<file path="config.mk">
export PLATFORM = sky130hd
export DESIGN_NAME = dsru_unit
export DESIGN_NICKNAME = d
export VERILOG_FILES = /design/src/design/dsru_pkg.sv /design/src/design/dsru_pulse_gen.sv /design/src/design/dsru_unit.sv
export SDC_FILE = /design/constraint.sdc
export NUM_CORES = 1
export LEC_CHECK = 0
export ABC_AREA = 1
export BUFFER_PORTS_ARGS = -buffer_cell sky130_fd_sc_hd__buf_2
export CORE_ASPECT_RATIO = 1.5
export CORE_MARGIN = 5
export CORE_UTILIZATION = 30
export CTS_BUF_LIST = sky130_fd_sc_hd__clkbuf_16
export DETAILED_ROUTE_END_ITERATION = 7
export PLACE_DENSITY = 0.53
export SLEW_MARGIN = 10
export SYNTH_ARGS = -nofsm -noshare
export SYNTH_HDL_FRONTEND = slang
export SYNTH_SLANG_ARGS = --single-unit
</file>
<file path="constraint.sdc">
create_clock -name clk -period 11.2 [get_ports clk]
set_input_delay 0.56 -clock clk [delete_from_list [all_inputs] [get_ports clk]]
set_output_delay 0.56 -clock clk [all_outputs]
set_load 0.02 [all_outputs]
</file>
<file path="src/design/dsru_pkg.sv">
package dsru_pkg;

  // ----------------------------------------------------------------
  // Word layout
  // ----------------------------------------------------------------
  localparam int unsigned WORD_W    = 16;
  localparam int unsigned MAG_W     = 15;
  localparam int unsigned SIGN_POS  = 15;
  localparam int unsigned COUNT_W   = 6;

  // ----------------------------------------------------------------
  // Operation codes (octal 260, 264, 024)
  // ----------------------------------------------------------------
  localparam logic [8:0] OP_DIVIDE = 9'h0b0;
  localparam logic [8:0] OP_TWIN   = 9'h0b4;
  localparam logic [8:0] OP_SLR    = 9'h014;

  // ----------------------------------------------------------------
  // Timing
  // ----------------------------------------------------------------
  localparam int unsigned CLK_PERIOD_NS = 20;
  localparam int unsigned PULSE_NS      = 500;
  localparam int unsigned PULSE_CYC     = PULSE_NS / CLK_PERIOD_NS;
  localparam int unsigned DIV_PAUSE_NS  = 39000;
  localparam int unsigned DIV_PULSES    = DIV_PAUSE_NS / PULSE_NS;
  localparam int unsigned GROUP_PULSES  = 5;
  localparam int unsigned TRIAL_PHASE   = 1;
  localparam int unsigned DIV_TRIALS    = 16;
  localparam int unsigned SLR_BASE_NS   = 6000;
  localparam int unsigned SLR_ONE_NS    = 6500;
  localparam int unsigned SLR_TWO_NS    = 7500;
  localparam int unsigned SLR_ONE_PULSES = (SLR_ONE_NS - SLR_BASE_NS) / PULSE_NS;
  localparam int unsigned SLR_TWO_PULSES = (SLR_TWO_NS - SLR_BASE_NS) / PULSE_NS;

  // ----------------------------------------------------------------
  // Sequencer states
  // ----------------------------------------------------------------
  typedef enum logic [1:0] {S_IDLE, S_DIV, S_SLR, S_ROUND} dsru_state_type;

  // Pause length in timing pulses for a shift count
  function automatic logic [6:0] slr_pause(input logic [COUNT_W-1:0] n);
    logic [6:0] p;
    p = 7'h00;
    if (n == 6'h01)
      p = 7'(SLR_ONE_PULSES);
    else if (n == 6'h02)
      p = 7'(SLR_TWO_PULSES);
    else if (n != 6'h00)
      p = {1'b0, n} - 7'h01;
    return p;
  endfunction

endpackage

</file>
<file path="src/design/dsru_pulse_gen.sv">
`timescale 1ns/1ps

module dsru_pulse_gen #(
  parameter int unsigned CYC = dsru_pkg::PULSE_CYC
) (
  input  wire logic clk,
  input  wire logic rst,
  input  wire logic restart,
  output logic      tick
);

  localparam int unsigned CW = $clog2(CYC);
  localparam logic [CW-1:0] LAST = CW'(CYC - 1);

  logic [CW-1:0] cnt_r;

  // Free-running divider, realigned at each start
  always_ff @(posedge clk or posedge rst) begin
    if (rst)
      cnt_r <= '0;
    else if (restart || cnt_r == LAST)
      cnt_r <= '0;
    else
      cnt_r <= cnt_r + 1'b1;
  end

  // One-cycle timing pulse
  assign tick = (cnt_r == LAST) && !restart;

endmodule

</file>
<file path="src/design/dsru_unit.sv">
`timescale 1ns/1ps

// Overview of operation
// - Divide leaves quotient in ext, remainder and quotient sign in acc.
// - Divide pulses group in fives, one trial subtraction and shift each.
// - A divide does sixteen trial subtractions in a 39.0 us pause.
// - Divide is octal code 260, indexable, 51.0 us including fetch.
// - Twin divide, octal 264, gives the left operand half to both elements.
// - Shift-and-round shifts acc and ext left by N, then rounds to 15 bits.
// - Each left shift moves bits up one, drops position 1, keeps the sign.
// - Shift-and-round shifts one place per timing pulse until the count.
// - After shifts: complement if negative, add ext top bit, restore sign.
// - The extension sign position is a magnitude bit and the rounding bit.
// - Shift-and-round takes 6, 6.5, 7.5 or 6.0 plus (N-1)/2 us for N >= 3.
// - Shift-and-round is octal 024, not indexed, may overflow on rounding.
// - Both elements run the same operation at once, each on its own half except in twin divide.
// - Each acc and extension is 16 bits; acc has one sign, fifteen magnitude bits.
// - Negatives are in complement form; vacated places fill with the sign.
module dsru_unit (
  input  wire logic        clk,
  input  wire logic        rst,
  input  wire logic        start,
  input  wire logic [8:0]  opcode,
  input  wire logic [5:0]  shift_count,
  input  wire logic [15:0] operand_left,
  input  wire logic [15:0] operand_right,
  input  wire logic        load,
  input  wire logic [15:0] load_acc_left,
  input  wire logic [15:0] load_acc_right,
  input  wire logic [15:0] load_ext_left,
  input  wire logic [15:0] load_ext_right,
  output logic             busy,
  output logic             done,
  output logic             overflow,
  output logic [15:0]      acc_left,
  output logic [15:0]      acc_right,
  output logic [15:0]      ext_left,
  output logic [15:0]      ext_right
);

  // ----------------------------------------------------------------
  // Local constants
  // ----------------------------------------------------------------
  localparam logic [6:0] DIV_END   = 7'(dsru_pkg::DIV_PULSES);
  localparam logic [2:0] GRP_LAST  = 3'(dsru_pkg::GROUP_PULSES - 1);
  localparam logic [2:0] TRIAL_PH  = 3'(dsru_pkg::TRIAL_PHASE);
  localparam logic [4:0] TRIALS    = 5'(dsru_pkg::DIV_TRIALS);
  localparam int unsigned SP       = dsru_pkg::SIGN_POS;
  localparam int unsigned MW       = dsru_pkg::MAG_W;

  dsru_pkg::dsru_state_type state_r;
  logic       tick;
  logic [6:0] pcnt_r;
  logic [2:0] phase_r;
  logic [2:0] phase_nxt;
  logic [4:0] trials_r;
  logic [5:0] nshift_r;
  logic [5:0] shifted_r;
  logic [6:0] pause_end_r;
  logic       done_r;
  logic       first;
  logic       go_div;
  logic       go_slr;
  logic       bad_op;
  logic       do_trial;
  logic       div_end;
  logic       do_shift;
  logic       slr_end;
  logic       do_round;
  logic       do_load;
  logic [1:0] ovf;

  // ----------------------------------------------------------------
  // Timing pulse source
  // ----------------------------------------------------------------
  dsru_pulse_gen #(
    .CYC     (dsru_pkg::PULSE_CYC)
  ) dsru_pulse_gen_inst (
    .clk     (clk),
    .rst     (rst),
    .restart (first),
    .tick    (tick)
  );

  // ----------------------------------------------------------------
  // Decode and step strobes
  // ----------------------------------------------------------------
  assign first   = (state_r == dsru_pkg::S_IDLE) && start;
  assign go_div  = first && (opcode == dsru_pkg::OP_DIVIDE ||
                             opcode == dsru_pkg::OP_TWIN);
  assign go_slr  = first && (opcode == dsru_pkg::OP_SLR);
  assign bad_op  = first && !go_div && !go_slr;
  assign phase_nxt = (phase_r == GRP_LAST) ? 3'h0 : phase_r + 3'h1;
  // One trial per five-pulse group
  assign do_trial = (state_r == dsru_pkg::S_DIV) && tick &&
                    (phase_nxt == TRIAL_PH) && (trials_r < TRIALS);
  assign div_end  = (state_r == dsru_pkg::S_DIV) && tick &&
                    (pcnt_r + 7'h01 == DIV_END);
  // First shift on the start edge, then one per pulse
  assign do_shift = (go_slr && shift_count != 6'h00) ||
                    ((state_r == dsru_pkg::S_SLR) && tick &&
                     (shifted_r < nshift_r));
  assign slr_end  = (state_r == dsru_pkg::S_SLR) && tick &&
                    (pcnt_r + 7'h01 >= pause_end_r);
  assign do_round = (state_r == dsru_pkg::S_ROUND);
  assign do_load  = load && (state_r == dsru_pkg::S_IDLE) && !start;

  // ----------------------------------------------------------------
  // Sequencer
  // ----------------------------------------------------------------
  always_ff @(posedge clk or posedge rst) begin
    if (rst) begin
      state_r <= dsru_pkg::S_IDLE;
    end else begin
      case (state_r)
        dsru_pkg::S_IDLE: begin
          if (go_div)
            state_r <= dsru_pkg::S_DIV;
          else if (go_slr && dsru_pkg::slr_pause(shift_count) == 7'h00)
            state_r <= dsru_pkg::S_ROUND;
          else if (go_slr)
            state_r <= dsru_pkg::S_SLR;
        end
        dsru_pkg::S_DIV: begin
          if (div_end)
            state_r <= dsru_pkg::S_IDLE;
        end
        dsru_pkg::S_SLR: begin
          if (slr_end)
            state_r <= dsru_pkg::S_ROUND;
        end
        dsru_pkg::S_ROUND: state_r <= dsru_pkg::S_IDLE;
        default: state_r <= dsru_pkg::S_IDLE;
      endcase
    end
  end

  // Pulse, phase and step counters
  always_ff @(posedge clk or posedge rst) begin
    if (rst) begin
      pcnt_r      <= 7'h00;
      phase_r     <= 3'h0;
      trials_r    <= 5'h00;
      shifted_r   <= 6'h00;
      nshift_r    <= 6'h00;
      pause_end_r <= 7'h00;
    end else if (first) begin
      pcnt_r      <= 7'h00;
      phase_r     <= 3'h0;
      trials_r    <= 5'h00;
      shifted_r   <= (shift_count != 6'h00) ? 6'h01 : 6'h00;
      nshift_r    <= shift_count;
      pause_end_r <= dsru_pkg::slr_pause(shift_count);
    end else if (tick) begin
      pcnt_r    <= pcnt_r + 7'h01;
      phase_r   <= phase_nxt;
      trials_r  <= do_trial ? trials_r + 5'h01 : trials_r;
      shifted_r <= do_shift ? shifted_r + 6'h01 : shifted_r;
    end
  end

  // Completion strobe at divide end, after rounding, or for an unknown opcode
  always_ff @(posedge clk or posedge rst) begin
    if (rst)
      done_r <= 1'b0;
    else
      done_r <= div_end || do_round || bad_op;
  end

  assign done     = done_r;
  assign busy     = (state_r != dsru_pkg::S_IDLE);
  assign overflow = |ovf;

  // ----------------------------------------------------------------
  // Arithmetic elements, left (0) and right (1)
  // ----------------------------------------------------------------
  for (genvar g = 0; g < 2; g++) begin : g_el
    logic [15:0] acc_r;
    logic [15:0] ext_r;
    logic [15:0] rem_r;
    logic [14:0] dsr_r;
    logic        qsign_r;
    logic        ovf_r;
    logic [15:0] opnd;
    logic [16:0] trial_in;
    logic [16:0] diff;
    logic        borrow;
    logic        neg;
    logic [14:0] mag;
    logic        rbit;
    logic [15:0] sum;

    // Twin divide sends the left half to both elements
    assign opnd = (g == 0 || opcode == dsru_pkg::OP_TWIN) ?
                  operand_left : operand_right;
    assign trial_in = {rem_r, ext_r[SP]};
    assign diff     = trial_in - {2'b00, dsr_r};
    assign borrow   = diff[16];
    // Rounding in magnitude form
    assign neg  = acc_r[SP];
    assign mag  = neg ? ~acc_r[MW-1:0] : acc_r[MW-1:0];
    assign rbit = neg ? ~ext_r[SP] : ext_r[SP];
    assign sum  = {1'b0, mag} + {15'h0000, rbit};

    // Accumulator and extension
    always_ff @(posedge clk or posedge rst) begin
      if (rst) begin
        acc_r <= 16'h0000;
        ext_r <= 16'h0000;
      end else if (do_load) begin
        acc_r <= (g == 0) ? load_acc_left : load_acc_right;
        ext_r <= (g == 0) ? load_ext_left : load_ext_right;
      end else if (go_div) begin
        ext_r <= neg ? ~ext_r : ext_r;
      end else if (do_trial) begin
        ext_r <= {ext_r[14:0], ~borrow};
      end else if (div_end) begin
        acc_r <= {qsign_r, qsign_r ? ~rem_r[MW-1:0] : rem_r[MW-1:0]};
        ext_r <= qsign_r ? ~ext_r : ext_r;
      end else if (do_shift) begin
        acc_r <= {acc_r[SP], acc_r[13:0], ext_r[SP]};
        ext_r <= {ext_r[14:0], acc_r[SP]};
      end else if (do_round) begin
        acc_r <= {neg, neg ? ~sum[MW-1:0] : sum[MW-1:0]};
      end
    end

    // Divide working registers
    always_ff @(posedge clk or posedge rst) begin
      if (rst) begin
        rem_r   <= 16'h0000;
        dsr_r   <= 15'h0000;
        qsign_r <= 1'b0;
      end else if (go_div) begin
        rem_r   <= {1'b0, mag};
        dsr_r   <= opnd[SP] ? ~opnd[MW-1:0] : opnd[MW-1:0];
        qsign_r <= acc_r[SP] ^ opnd[SP];
      end else if (do_trial) begin
        rem_r <= borrow ? trial_in[15:0] : diff[15:0];
      end
    end

    // Rounding overflow, held until the next start
    always_ff @(posedge clk or posedge rst) begin
      if (rst)
        ovf_r <= 1'b0;
      else if (first)
        ovf_r <= 1'b0;
      else if (do_round && sum[MW])
        ovf_r <= 1'b1;
    end

    assign ovf[g] = ovf_r;
  end

  // Both elements step together from one sequencer
  assign acc_left  = g_el[0].acc_r;
  assign acc_right = g_el[1].acc_r;
  assign ext_left  = g_el[0].ext_r;
  assign ext_right = g_el[1].ext_r;

  // ----------------------------------------------------------------
  // Checks
  // ----------------------------------------------------------------
  logic [11:0] run_r;
  logic        was_div_r;

  always_ff @(posedge clk or posedge rst) begin
    if (rst) begin
      run_r     <= 12'h000;
      was_div_r <= 1'b0;
    end else if (first) begin
      run_r     <= 12'h001;
      was_div_r <= go_div;
    end else if (busy) begin
      run_r     <= run_r + 12'h001;
    end
  end
endmodule

</file>
======== Word-level counts from Yosys, hierarchy flattened ========
Index checks and enable logic that the tools add are counted.
cells by class
  reductions and logical operators ........ 49
  order comparisons ....................... 3
  equal/unequal tests ..................... 21
  bitwise operators ....................... 16
  multiplexer cells ....................... 71
  $add $sub $neg .......................... 10
operators by type and width
  kind                                                  count
  2-to-1 mux 16 bit                                     29
  2-to-1 mux 15 bit                                     12
  NOT 15 bit                                            8
  2-to-1 mux 7 bit                                      7
  subtractor 17 x 15 -> 17 bit                          2
  adder 15 x 1 -> 16 bit                                2
  NOT 16 bit                                            2
  2-to-1 mux 5 bit                                      4
  logical AND 1 bit                                     19
  equality test 9 x 8 -> 1 bit (second input constant)  2
  2-to-1 mux 6 bit                                      3
  nonzero test 2 bit                                    8
  AND reduction 3 bit                                   5
  adder 5 x 1 -> 5 bit (second input constant)          2
  2-to-1 mux 2 bit                                      5
  != test 5 x 3 -> 1 bit (second input constant)        2
  equality test 9 x 5 -> 1 bit (second input constant)  1
  2-to-1 mux 3 bit                                      3
  case mux 2 bit (4 select lines)                       1
  adder 7 x 1 -> 7 bit (second input constant)          1
  equality test 7 bit (second input constant)           1
  >= comparator 7 bit                                   1
  zero test 7 bit                                       1
  2-to-1 mux 1 bit                                      7
  other kinds (26)                                      42
storage, ports and cells
  output and inout port bits .............. 67
  register bits after elaboration ......... 172

======== Longest topological paths before layout ========
Gate-level depths: netlist of the first run.
  depth after elaboration ................. 12
  mapped depth ............................ 18

======== Hierarchy ========
A second synthesis of the first run with hierarchy kept.
second synthesis, totals
  cell total of the unflattened synthesis .. 2062
  area, all modules ....................... 13704.4 um2
by module, submodules not included
  module          times used  area an instance (um2)  cells an instance
  dsru_unit       1           13432.9                 2028
  dsru_pulse_gen  1           271.5                   34

======== Least setup slack after synthesis of the first run ========
No wires, ideal clock.
  path type ............................... flip-flop to flip-flop
  start point ............................. reg g_el[0].acc_r[15], in the netlist acc_left[15]
  end point ............................... reg g_el[0].acc_r[13], in the netlist acc_left[13]
  required time ........................... 11.083 ns
  library setup time ...................... 0.117 ns
  arrival time ............................ 2.441 ns
  setup slack ............................. 8.642 ns
  stages on the path, launching flop included .. 17
  period minus slack after synthesis ...... 2.558 ns
  cell sequence ........................... dfrtp_1 -> buf_2 -> buf_6 -> buf_2 -> xor2_1 -> ha_1 -> nand3_1 -> nor2_1 -> nand3_1 -> nor2_1 -> nand3_1 -> nand2_1 -> nand3_1 -> nand3_1 -> nand2_1 -> nand2_1 -> nand2_1
between the ends
  longest elaborated chain between the ends .. 10
  elaborated cells between the ends (all ways) .. 11
  classes of those cells .................. add/sub: 1; mux: 9; bitwise: 1
RTL lines
  item                                                          line                                RTL
  start, declared                                               dsru_unit.sv:178                    logic [15:0] acc_r;
  start signal, assigned                                        dsru_unit.sv:211                    acc_r <= (g == 0) ? load_acc_left : load_acc_right;
  start signal, assigned                                        dsru_unit.sv:218                    acc_r <= {qsign_r, qsign_r ? ~rem_r[MW-1:0] : rem_r[MW-1:0]};
  start signal, assigned                                        dsru_unit.sv:221                    acc_r <= {acc_r[SP], acc_r[13:0], ext_r[SP]};
  2-to-1 mux 15 bit / 2-to-1 mux 1 bit (equally long branches)  dsru_unit.sv:201, dsru_unit.sv:202
  adder 15 x 1 -> 16 bit                                        dsru_unit.sv:203                    assign sum = {1'b0, mag} + {15'h0000, rbit};
  NOT 15 bit                                                    dsru_unit.sv:224                    acc_r <= {neg, neg ? ~sum[MW-1:0] : sum[MW-1:0]};
  2-to-1 mux 15 bit *                                           dsru_unit.sv:224
  2-to-1 mux 15 bit *                                           dsru_unit.sv:223                    end else if (do_round) begin
  2-to-1 mux 15 bit *                                           dsru_unit.sv:220                    end else if (do_shift) begin
  2-to-1 mux 16 bit *                                           dsru_unit.sv:217                    end else if (div_end) begin
  2-to-1 mux 16 bit *                                           dsru_unit.sv:215                    end else if (do_trial) begin
  2-to-1 mux 16 bit *                                           dsru_unit.sv:213                    end else if (go_div) begin
  2-to-1 mux 16 bit *                                           dsru_unit.sv:210                    end else if (do_load) begin
Every way passes the cells marked *; elsewhere a longest branch is shown, timed or not. The select of a mux whose other input is x is not followed.
A chain may end at the register's enable or synchronous reset.

======== Worst setup path after layout of the first run ========
  start point ............................. reg state_r[0]
  end point ............................... reg g_el[1].ext_r[0], in the netlist ext_right[0]
between the ends
  longest elaborated chain between the ends .. 10
  elaborated cells between the ends (all ways) .. 26
  classes of those cells .................. eq/ne: 4; mux: 4; reduce/logical: 18
RTL lines
  item                                                           line                               RTL
  start, declared                                                dsru_unit.sv:51                    dsru_pkg::dsru_state_type state_r;
  start signal, assigned                                         dsru_unit.sv:113                   state_r <= dsru_pkg::S_IDLE;
  start signal, assigned                                         dsru_unit.sv:118                   state_r <= dsru_pkg::S_DIV;
  start signal, assigned                                         dsru_unit.sv:120                   state_r <= dsru_pkg::S_ROUND;
  zero test 2 bit                                                dsru_unit.sv:88, dsru_unit.sv:106
  logical AND 1 bit                                              dsru_unit.sv:88                    assign first = (state_r == dsru_pkg::S_IDLE) && start;
  zero test 1 bit                                                dsru_pulse_gen.sv:28               assign tick = (cnt_r == LAST) && !restart;
  logical AND 1 bit                                              dsru_pulse_gen.sv:28
  logical AND 1 bit                                              dsru_unit.sv:95, dsru_unit.sv:97
  logical AND 1 bit (on tied branches)                           dsru_unit.sv:97, dsru_unit.sv:95
  2-to-1 mux 16 bit / logical AND 1 bit (equally long branches)  dsru_unit.sv:217, dsru_unit.sv:96
  2-to-1 mux 16 bit                                              dsru_unit.sv:215
  2-to-1 mux 16 bit                                              dsru_unit.sv:213
  2-to-1 mux 16 bit                                              dsru_unit.sv:210
  end signal, assigned                                           dsru_unit.sv:212                   ext_r <= (g == 0) ? load_ext_left : load_ext_right;
  end signal, assigned                                           dsru_unit.sv:214                   ext_r <= neg ? ~ext_r : ext_r;
  end signal, assigned                                           dsru_unit.sv:216                   ext_r <= {ext_r[14:0], ~borrow};
  end, declared                                                  dsru_unit.sv:179                   logic [15:0] ext_r;
Parallel ways exist; a longest one is shown, timed or not.

==> results of run 1 <==
routing by layer:
| layer | routed length, µm | GRT usage [%] | part of all wire, % |
|---|---|---|---|
| met5 | 13 | 0 | 0.029 |
| met4 | 2060 | 8.75 | 4.5 |
| met3 | 2200 | 3.17 | 4.8 |
| met2 | 24100 | 34.2 | 53 |
| met1 | 17000 | 19.9 | 38 |
flip-flops by register name, summed over array words and instances, names as in the netlist, 3 cells and up:
name,count
acc_left,16
acc_right,16
dsru_pulse_gen_inst.cnt_r,5
ext_left,16
ext_right,16
g_el.dsr_r,30
g_el.rem_r,32
nshift_r,6
pause_end_r,7
pcnt_r,7
phase_r,3
shifted_r,6
trials_r,5
cell usage after synthesis (all sizes together):
cell      n  area [µm²]
o221ai    1        8.76
o41ai     3        26.3
xor2     79         707
a22o      2        17.5
clkbuf   45         169
o21bai   15         113
o21a      2        15.0
nand3b   43         323
o211ai   13        97.6
ha       58         726
or2      44         275
clkinv    1        3.75
xnor2    58         508
nand2   551        2090
dfrtp   172        4300
fa        2        40.0
a21oi    50         250
o22ai    24         150
inv     194         728
a211oi    1        7.51
nand3   159         851
buf      39         260
nor3b     1        7.51
a21boi    4        30.0
and3      1        6.26
a21o      8        60.1
o21ai   150         754
nand4    18         128
nor2    105         440
o31ai     2        15.0
mux2i    15         150
nor3     16        80.1
worst paths after layout:
check                                    to  cells past startpoint            from  slack (ns)
hold / removal                  nshift_r[0]                      2             rst        0.17
setup reg to reg               ext_right[0]                     14      state_r[0]        7.54
hold reg to reg               g_el[0].ovf_r                      2   g_el[0].ovf_r        0.48
setup / recovery               ext_right[0]                     14      state_r[0]        7.54
max in group asynchronous  g_el[1].rem_r[2]                      3             rst        9.75
min in group clk                nshift_r[5]                      3  shift_count[5]        0.34
metrics by stage:
step                      std cells  power, µW  worst slack, ns
final                          2595       3020             7.54
after global placement         2561       2420             7.46
after CTS                      2593       3060             7.59
after global routing           2593       3250             7.22
after detailed placement       2561       2440             7.44
after floorplan                1876       1970             5.98
report_power, final:
part           internal [µW]  switching, µW  total, µW
registers                781            199        979
logic                    505            926       1430
clock network            328            285        613
total                   1610           1410       3020
cells by family after synthesis:
kind of cell / share of synthesized area (%)
simple gates: 31.5
buf+inv: 8.70
compound gates: 11.6
flops: 32.3
xor+xnor: 9.11
fa+ha+maj: 5.74
mux: 1.13
final cells by class:
type	count	area, µm²	area share [%]
timing repair buffer	193	996	6.54
antenna	2	5.00	0.0329
inverter	195	737	4.84
tap	576	721	4.74
sequential	172	4300	28.3
multi-input combinational	1425	7880	51.8
clock inverter	15	148	0.970
clock buffer	17	425	2.80
worst register-to-register path, stage by stage, from the launching register on:
cell     delay (ns)
dfrtp_1        0.40
inv_2          0.11
nand2_1        0.11
nor2_2         0.09
buf_4          0.26
inv_2          0.26
nor2_4         0.56
inv_2          0.44
nand2_2        0.35
inv_1          0.42
nand3_1        0.23
nand2_1        0.07
inv_1          0.09
nand3_1        0.07
a21oi_1        0.14
==> impl_metrics.yaml, run 1 <==
setup_path:
  path_common_cell: "inv_2"
  cp_slowest_cell: "nor2_4"
  crit_buf_inv: 6
  critPathMaxFanout: 35
  crit_type: "flip-flop to flip-flop"
  required_ns: 11.59
  cp-start-kind: "flip-flop"
  cpLargestDelayFamily: "buffers and inverters"
  cp_slowest_stage_delay_ns: 0.54
  cp.arrival_ns: 4.04
  end_kind: "flip-flop"
  crit_chain: "inv_2, nand2_1, nor2_2, buf_4, inv_2, nor2_4, inv_2, nand2_2, inv_1, nand3_1, nand2_1, inv_1, nand3_1, a21oi_1"
yosys:
  syn_nets: 2051
  ys_warn_count: 0
  syn_avg_cell_area_um2: 7.11
  syn_area_mm2: 0.0133
  syn_inst: 1876
  ys_seq_elements: 172
  yosysSeqAreaShare_pct: 32.3
  synth_cell_type_count: 48
sta:
  setup_tns_ns: 0
  timing.hold.ws_ns: 0.171
  slew_violations: 0
  period_minus_slack_ns: 3.66
  slew-limit-headroom_pct: 23.4
  worst_pin_slew_ns: 1.15
  grt_setup_unrepaired: "no"
  period_share_pct: 32.7
  fmax_mhz: 273
  fin_skew_ns: 0.0179
  hold_viol: 0
  setup_viol: 0
pwr:
  powerDensity_mw_per_mm2: 199
  max-vdd-ir-drop_mv: 0.114
  power.leakage_uw: 0.00763
drt:
  route.detailed.drc: 0
  viasPerCell: 4.96
  wl_per_cell_um: 17.5
  routed_wl_um: 45400
  first_pass_iters: 5
  vias: 12900
  antenna_left: 0
  drt_iter0_markers: 742
worst_hold_path:
  hp-class: "primary input to async pin"
floorplanning:
  coreArea_mm2: 0.0440
  die_w_um: 182
  die-area_mm2: 0.0489
  rows: 94
  ios: 182
  chipHeight_um: 268
  start_util_pct: 30.3
clocking:
  clkTransAtPathRegs_ns: 0.07
  hold_buffers: 0
  cts_setup_buffers: 0
  cts_root_buf: "clkbuf_16"
  htreeDepth: 4
  clk_latency_ns: 0.46
  clockBufferDepth: 2
  cts_resized: 0
  cts_tree: "done"
  cts.sinks: 172
  cts_made_buffers: 17
global_route:
  grt_usage_pct: 18.3
  gr-total-overflow: 0
  grt_max_degree: 109
  grt_antenna_before_repair: 3
  grt_first_pass_wirelength_um: 70100
  grt_pass1_vias: 12700
place:
  gp_congestion: 0.904
  io_buffers: 181
  hpwl_um: 34600
  place_area_mm2: 0.0146
finish:
  fin_area_mm2: 0.0152
  utilization_pct: 34.6
  fillCellCount: 4813
  drive_gt1_share_pct: 14.8
  final_cell_mix: "545 x nand2_1, 188 x inv_1, 181 x buf_2"
  nets: 2179
  syn2layout_area_growth_pct: 14.1
  layout_commonest_cell: "nand2_1"
run_status:
  status: "finished, final reports clean"
job:
  drv_cap: 0
Note: power is estimated with default switching activity, not from simulation.
==> run 2, diff against run 1 <==
--- a/config.mk
+++ b/config.mk
@@ -12,7 +12,7 @@
 export CORE_UTILIZATION = 30
 export CTS_BUF_LIST = sky130_fd_sc_hd__clkbuf_16
 export DETAILED_ROUTE_END_ITERATION = 7
-export PLACE_DENSITY = 0.53
+export PLACE_DENSITY = 0.55
 export SLEW_MARGIN = 10
 export SYNTH_ARGS = -nofsm -noshare
 export SYNTH_HDL_FRONTEND = slang
==> constraint.sdc (replaced) <==
create_clock -name clk -period 3.3 [get_ports clk]
set_input_delay 0.165 -clock clk [delete_from_list [all_inputs] [get_ports clk]]
set_output_delay 0.165 -clock clk [all_outputs]
set_load 0.02 [all_outputs]
==> run 2 against run 1 <==
Effect of this change: critical path depth shrank 1; sequential cell count unchanged; highest routed layer unchanged; critical path type unchanged; worst hold slack got worse by 0.15 ns; clock skew decreased by 0.0035 ns; die area is the same; cell count rose by 1.2%; global-route usage up 0.55 points; sequential share of layout area down 0.44 points; worst setup slack worse by 7.1 ns; maximum frequency increased by 26%; largest cell class unchanged; power rose to 3.4 times the previous value; largest power group unchanged; non-clock buffer count increased by 25.
==> impl_metrics.yaml, run 2 (synthesis gave the netlist of run 1 again) <==
clocking:
  cts_setup_buffers: 0
  clkTransAtPathRegs_ns: 0.07
  cts.sinks: 172
  cts_tree: "done"
  htreeDepth: 4
  cts_root_buf: "clkbuf_16"
  clk_latency_ns: 0.45
  clockBufferDepth: 2
  cts_made_buffers: 17
  cts_resized: 0
  hold_buffers: 7
run_status:
  status: "finished, final reports clean"
setup_path:
  reg2reg_to: "g_el[1].rem_r[13]"
  cp-start-kind: "flip-flop"
  r2r_cells: 13
  r2r-start: "ext_right[15]"
  critPathMaxFanout: 26
  required_ns: 3.64
  ff2ff_setup_slack_ns: 0.39
  crit_type: "flip-flop to flip-flop"
  cp.arrival_ns: 3.24
  end_kind: "flip-flop"
pwr:
  power.leakage_uw: 0.00774
  powerDensity_mw_per_mm2: 664
  clkPwrFrac_pct: 19.8
  switching_share_pct: 46.2
  max-vdd-ir-drop_mv: 0.404
  p_comb_share_pct: 47.9
  p_int_uw: 5530
  p_switching_uw: 4740
  seqPwrFrac_pct: 32.3
finish:
  fin_area_mm2: 0.0155
  largest-register: "g_el.rem_r"
  layout.cells.non_filler: 2626
  nets: 2204
  final_cell_mix: "545 x nand2_1, 187 x inv_1, 181 x buf_2"
  drive_gt1_share_pct: 15.4
  layout_commonest_cell: "nand2_1"
  largest_reg_flops: 32
  fillCellCount: 4754
  syn2layout_area_growth_pct: 15.9
  reg_top3: "g_el.rem_r x32, g_el.dsr_r x30"
worst_hold_path:
  hp-class: "primary input to flip-flop"
  holdPathEnd: "acc_left[12]"
  hold_depth: 4
  hold_path_startpoint: "load_acc_left[12]"
global_route:
  grt_antenna_before_repair: 9
  grt_max_degree: 80
  grt_first_pass_wirelength_um: 72200
  grt_usage_pct: 18.8
  grt_util_met3_pct: 3.40
  grt-busiest-layer: "met2"
  grt_util_met2_pct: 35.5
  grt_pass1_vias: 13200
  gr-total-overflow: 0
  met1_usage_pct: 20.0
sta:
  hold_viol: 0
  fin_skew_ns: 0.0144
  setup_viol: 0
  fmax_mhz: 344
  grt_setup_unrepaired: "no"
  period_share_pct: 88.1
  setup_tns_ns: 0
  timing.hold.ws_ns: 0.0232
  worst_pin_slew_ns: 0.804
  slew_violations: 0
  period_minus_slack_ns: 2.91
  slew-limit-headroom_pct: 46.4
floorplanning:
  ios: 182
  rows: 94
  die_w_um: 182
  coreArea_mm2: 0.0440
  chipHeight_um: 268
  die-area_mm2: 0.0489
  start_util_pct: 30.3
drt:
  drt_iter0_markers: 680
  first_pass_iters: 5
  viasPerCell: 4.94
  route.detailed.drc: 0
  routed_wl_um: 46600
  vias: 13000
  wl_per_cell_um: 17.7
  antenna_left: 0
place:
  placed_cells: 2579
  gp_congestion: 0.890
  io_buffers: 181
  hpwl_um: 36500
  place_area_mm2: 0.0148
job:
  drv_cap: 0
## run 2: changes by cell type in the layout (fill, tap and decap cells not counted)
cell	previous run	this run
clkinv_1	2	4
diode_2	2	8
inv_8	0	1
buf_12	0	2
inv_6	4	3
inv_1	188	187
buf_4	12	28
dlygate4sd3_1	0	7
clkinv_4	2	1
## run 2: stage by stage
stage                     setup WS (ns)  util (%)  total power (µW)
final                             0.394      35.1             10300
after global routing              0.114      35.1             11100
after CTS                         0.401      35.1             10400
after detailed placement          0.416      33.6              8290
after global placement            0.437      33.6              8210
after floorplan                   0.742         -              6680
## run 2: power by group through the flow
stage,Sequential [µW],Clock (µW),Combinational [µW]
2_1_floorplan,3570,0,3120
3_3_place_gp,3350,0,4860
3_5_place_dp,3350,0,4940
4_1_cts,3330,2080,4970
5_1_grt,3410,2150,5520
6_report,3320,2030,4920
## run 2: critical path, stage by stage (launching register included)
cell and delay, ns:
dfrtp_1 0.37, inv_1 0.10, ha_1 0.23, fa_1 0.40
o21ai_0 0.40, nand2_1 0.10, nand2_1 0.15, nand3_1 0.11
nand2_1 0.08, nand2_1 0.07, nand2_2 0.35, nand3_1 0.22
o211ai_1 0.14, nand2_1 0.08
## run 2: area by class of cell
class,count,area [µm²],share of cell area [%]
Tap cell,576,721,4.66
Sequential cell,172,4300,27.8
Clock buffer,17,425,2.75
Timing Repair Buffer,218,1230,7.93
Antenna cell,8,20.0,0.129
Multi-Input combinational cell,1425,7880,51.0
Inverter,195,736,4.76
Clock inverter,15,146,0.947
## run 2: routing by layer
layer  wire length [µm]  vias up
li1                   -     6382
met1              17300     6099
met2              24800      392
met3               2180      106
met4               2270        4
met5                 27        -
## run 2: worst max-delay path by stage
| stage | startpoint | endpoint | slack (ns) | cells past startpoint |
|---|---|---|---|---|
| CTS | ext_right[15] | g_el[1].rem_r[13] | 0.40 | 13 |
| finish | ext_right[15] | g_el[1].rem_r[13] | 0.39 | 13 |
| floorplan | acc_left[15] | acc_left[13] | 0.74 | 16 |
| global placement | ext_right[15] | g_el[1].rem_r[13] | 0.44 | 13 |
| global route | ext_right[15] | g_el[1].rem_r[12] | 0.11 | 14 |
| detailed placement | ext_right[15] | g_el[1].rem_r[13] | 0.42 | 13 |
==> run 3, diff against run 2 <==
--- a/config.mk
+++ b/config.mk
@@ -7,11 +7,11 @@
 export LEC_CHECK = 0
 export ABC_AREA = 1
 export BUFFER_PORTS_ARGS = -buffer_cell sky130_fd_sc_hd__buf_2
-export CORE_ASPECT_RATIO = 1.5
 export CORE_MARGIN = 5
 export CORE_UTILIZATION = 30
 export CTS_BUF_LIST = sky130_fd_sc_hd__clkbuf_16
 export DETAILED_ROUTE_END_ITERATION = 7
+export MAX_ROUTING_LAYER = met4
 export PLACE_DENSITY = 0.55
 export SLEW_MARGIN = 10
 export SYNTH_ARGS = -nofsm -noshare
==> run 3 against run 2 <==
Effect of this change: critical path depth up 1; sequential share of layout area is essentially flat; final area fell by 0.11%; maximum frequency up 0.58%; clock-buffer cell count stayed put; routed wire length decreased by 5.8%; worst setup slack better by 0.017 ns; sequential power barely moved; critical path type unchanged; largest power group unchanged; highest routed layer is now met4.
==> impl_metrics.yaml, run 3 (synthesis gave the netlist of run 1 again) <==
sta:
  setup_tns_ns: 0
  setup_viol: 0
  period_share_pct: 87.6
  fin_skew_ns: 0.0124
  hold_viol: 0
  period_minus_slack_ns: 2.89
  grt_setup_unrepaired: "no"
  timing.hold.ws_ns: 0.0228
  slew-limit-headroom_pct: 35.0
  worst_pin_slew_ns: 0.975
  slew_violations: 0
  fmax_mhz: 346
run_status:
  status: "finished, final reports clean"
floorplanning:
  start_util_pct: 30.2
  rows: 77
  coreArea_mm2: 0.0441
  die-area_mm2: 0.0488
  ios: 182
  chipHeight_um: 221
  die_w_um: 221
setup_path:
  critPathMaxFanout: 26
  cp_slowest_stage_delay_ns: 0.41
  path_common_cell: "nand2_1"
  required_ns: 3.68
  cp-start-kind: "flip-flop"
  crit_type: "flip-flop to flip-flop"
  cpLargestDelayFamily: "simple AND/OR/NAND/NOR gates"
  crit_chain: "inv_1, ha_1, fa_1, o21ai_0, nand2_1, nand2_1, nand3_1, nand2_1, nand2_1, nand2_2, inv_1, nand2_1, nand2_1, o21bai_1"
  cp.arrival_ns: 3.27
  end_kind: "flip-flop"
  cp_slowest_cell: "fa_1"
  crit_buf_inv: 2
global_route:
  gr-total-overflow: 0
  grt_usage_pct: 18.1
  grt_pass1_vias: 12200
  grt_antenna_before_repair: 3
  grt_max_degree: 90
  grt_first_pass_wirelength_um: 69700
finish:
  regArea_mm2: 0.00430
  reg_top3: "g_el.rem_r x32, g_el.dsr_r x30"
  utilization_pct: 35.0
  multi_input_area_mm2: 0.00788
  largest_reg_flops: 32
  drive_gt1_share_pct: 15.4
  nets: 2203
  fillCellCount: 4781
  final_cell_mix: "545 x nand2_1, 187 x inv_1, 181 x buf_2"
  syn2layout_area_growth_pct: 15.8
  largest-register: "g_el.rem_r"
  layout_commonest_cell: "nand2_1"
clocking:
  clk_latency_ns: 0.46
  cts.sinks: 172
  cts_made_buffers: 17
  cts_tree: "done"
  clkTransAtPathRegs_ns: 0.07
  clockBufferDepth: 2
  htreeDepth: 4
  cts_setup_buffers: 0
  cts_root_buf: "clkbuf_16"
drt:
  first_pass_iters: 5
  routed_wl_um: 43900
  route.detailed.drc: 0
  vias: 12800
  wl_per_cell_um: 16.6
  viasPerCell: 4.86
  drt_iter0_markers: 1102
  antenna_left: 0
place:
  hpwl_um: 33200
  gp_congestion: 0.885
  io_buffers: 181
pwr:
  power.leakage_uw: 0.00773
  totalPowerFinal_uw: 10200
  max-vdd-ir-drop_mv: 0.284
  powerDensity_mw_per_mm2: 658
worst_hold_path:
  hp-class: "primary input to flip-flop"
job:
  drv_cap: 0
==> run 3: routing by layer <==
layer	routed length [µm]	share of wire (%)	track usage (%)	up-vias
met2	19300	44	27.2	376
met4	1120	2.6	5.68	0
met5	0	0	-	-
li1	-	-	-	6375
met3	2130	4.9	2.16	50
met1	21300	49	25.5	6002
==> run 3: repair_timing <==
action                    in CTS  in global routing
gates resized for setup        0                  0
hold buffers                   8                  0
hold endpoints to repair      43                  0
==> run 3: cell type report <==
type	count	area share, %
antenna	4	0.0648
clock buffer	17	2.75
clock inverter	15	0.810
inverter	195	4.76
multi-input combinational	1425	51.0
sequential	172	27.9
tap	592	4.80
timing repair buffer	217	7.91
==> run 3: power breakdown <==
group          internal (µW)  switching, µW
logic                   1760           3110
clock network           1040            948
registers               2650            657
total                   5450           4720
==> run 3: worst paths after layout <==
check                           slack [ns]  depth (start not counted)                end          startpoint
worst min register to register        0.49                          2   g_el[0].dsr_r[9]    g_el[0].dsr_r[9]
min in group asynchronous             0.49                          3       acc_right[3]                 rst
worst max-delay path                  0.41                         14  g_el[1].rem_r[12]       ext_right[15]
worst max register to register        0.41                         14  g_el[1].rem_r[12]       ext_right[15]
worst min-delay path                  0.02                          4      ext_right[12]  load_ext_right[12]
max in group asynchronous             1.94                          4   g_el[1].dsr_r[3]                 rst
==> run 3: worst reg2reg max path, stage by stage, from the launching register on <==
cell and delay [ns]:
dfrtp_1 0.35, inv_1 0.11, ha_1 0.25, fa_1 0.41, o21ai_0 0.37, nand2_1 0.09
nand2_1 0.15, nand3_1 0.11, nand2_1 0.07, nand2_1 0.07, nand2_2 0.34, inv_1 0.22
nand2_1 0.10, nand2_1 0.05, o21bai_1 0.12
==> run 3: per-stage QoR <==
step / std cells / instance area (µm²) / setup WS (ns)
after floorplan: 1876 / 13300 / 0.742
after global placement: 2593 / 14800 / 0.506
after detailed placement: 2593 / 14800 / 0.463
after CTS: 2633 / 15400 / 0.432
after global routing: 2636 / 15400 / 0.140
final: 2637 / 15400 / 0.411
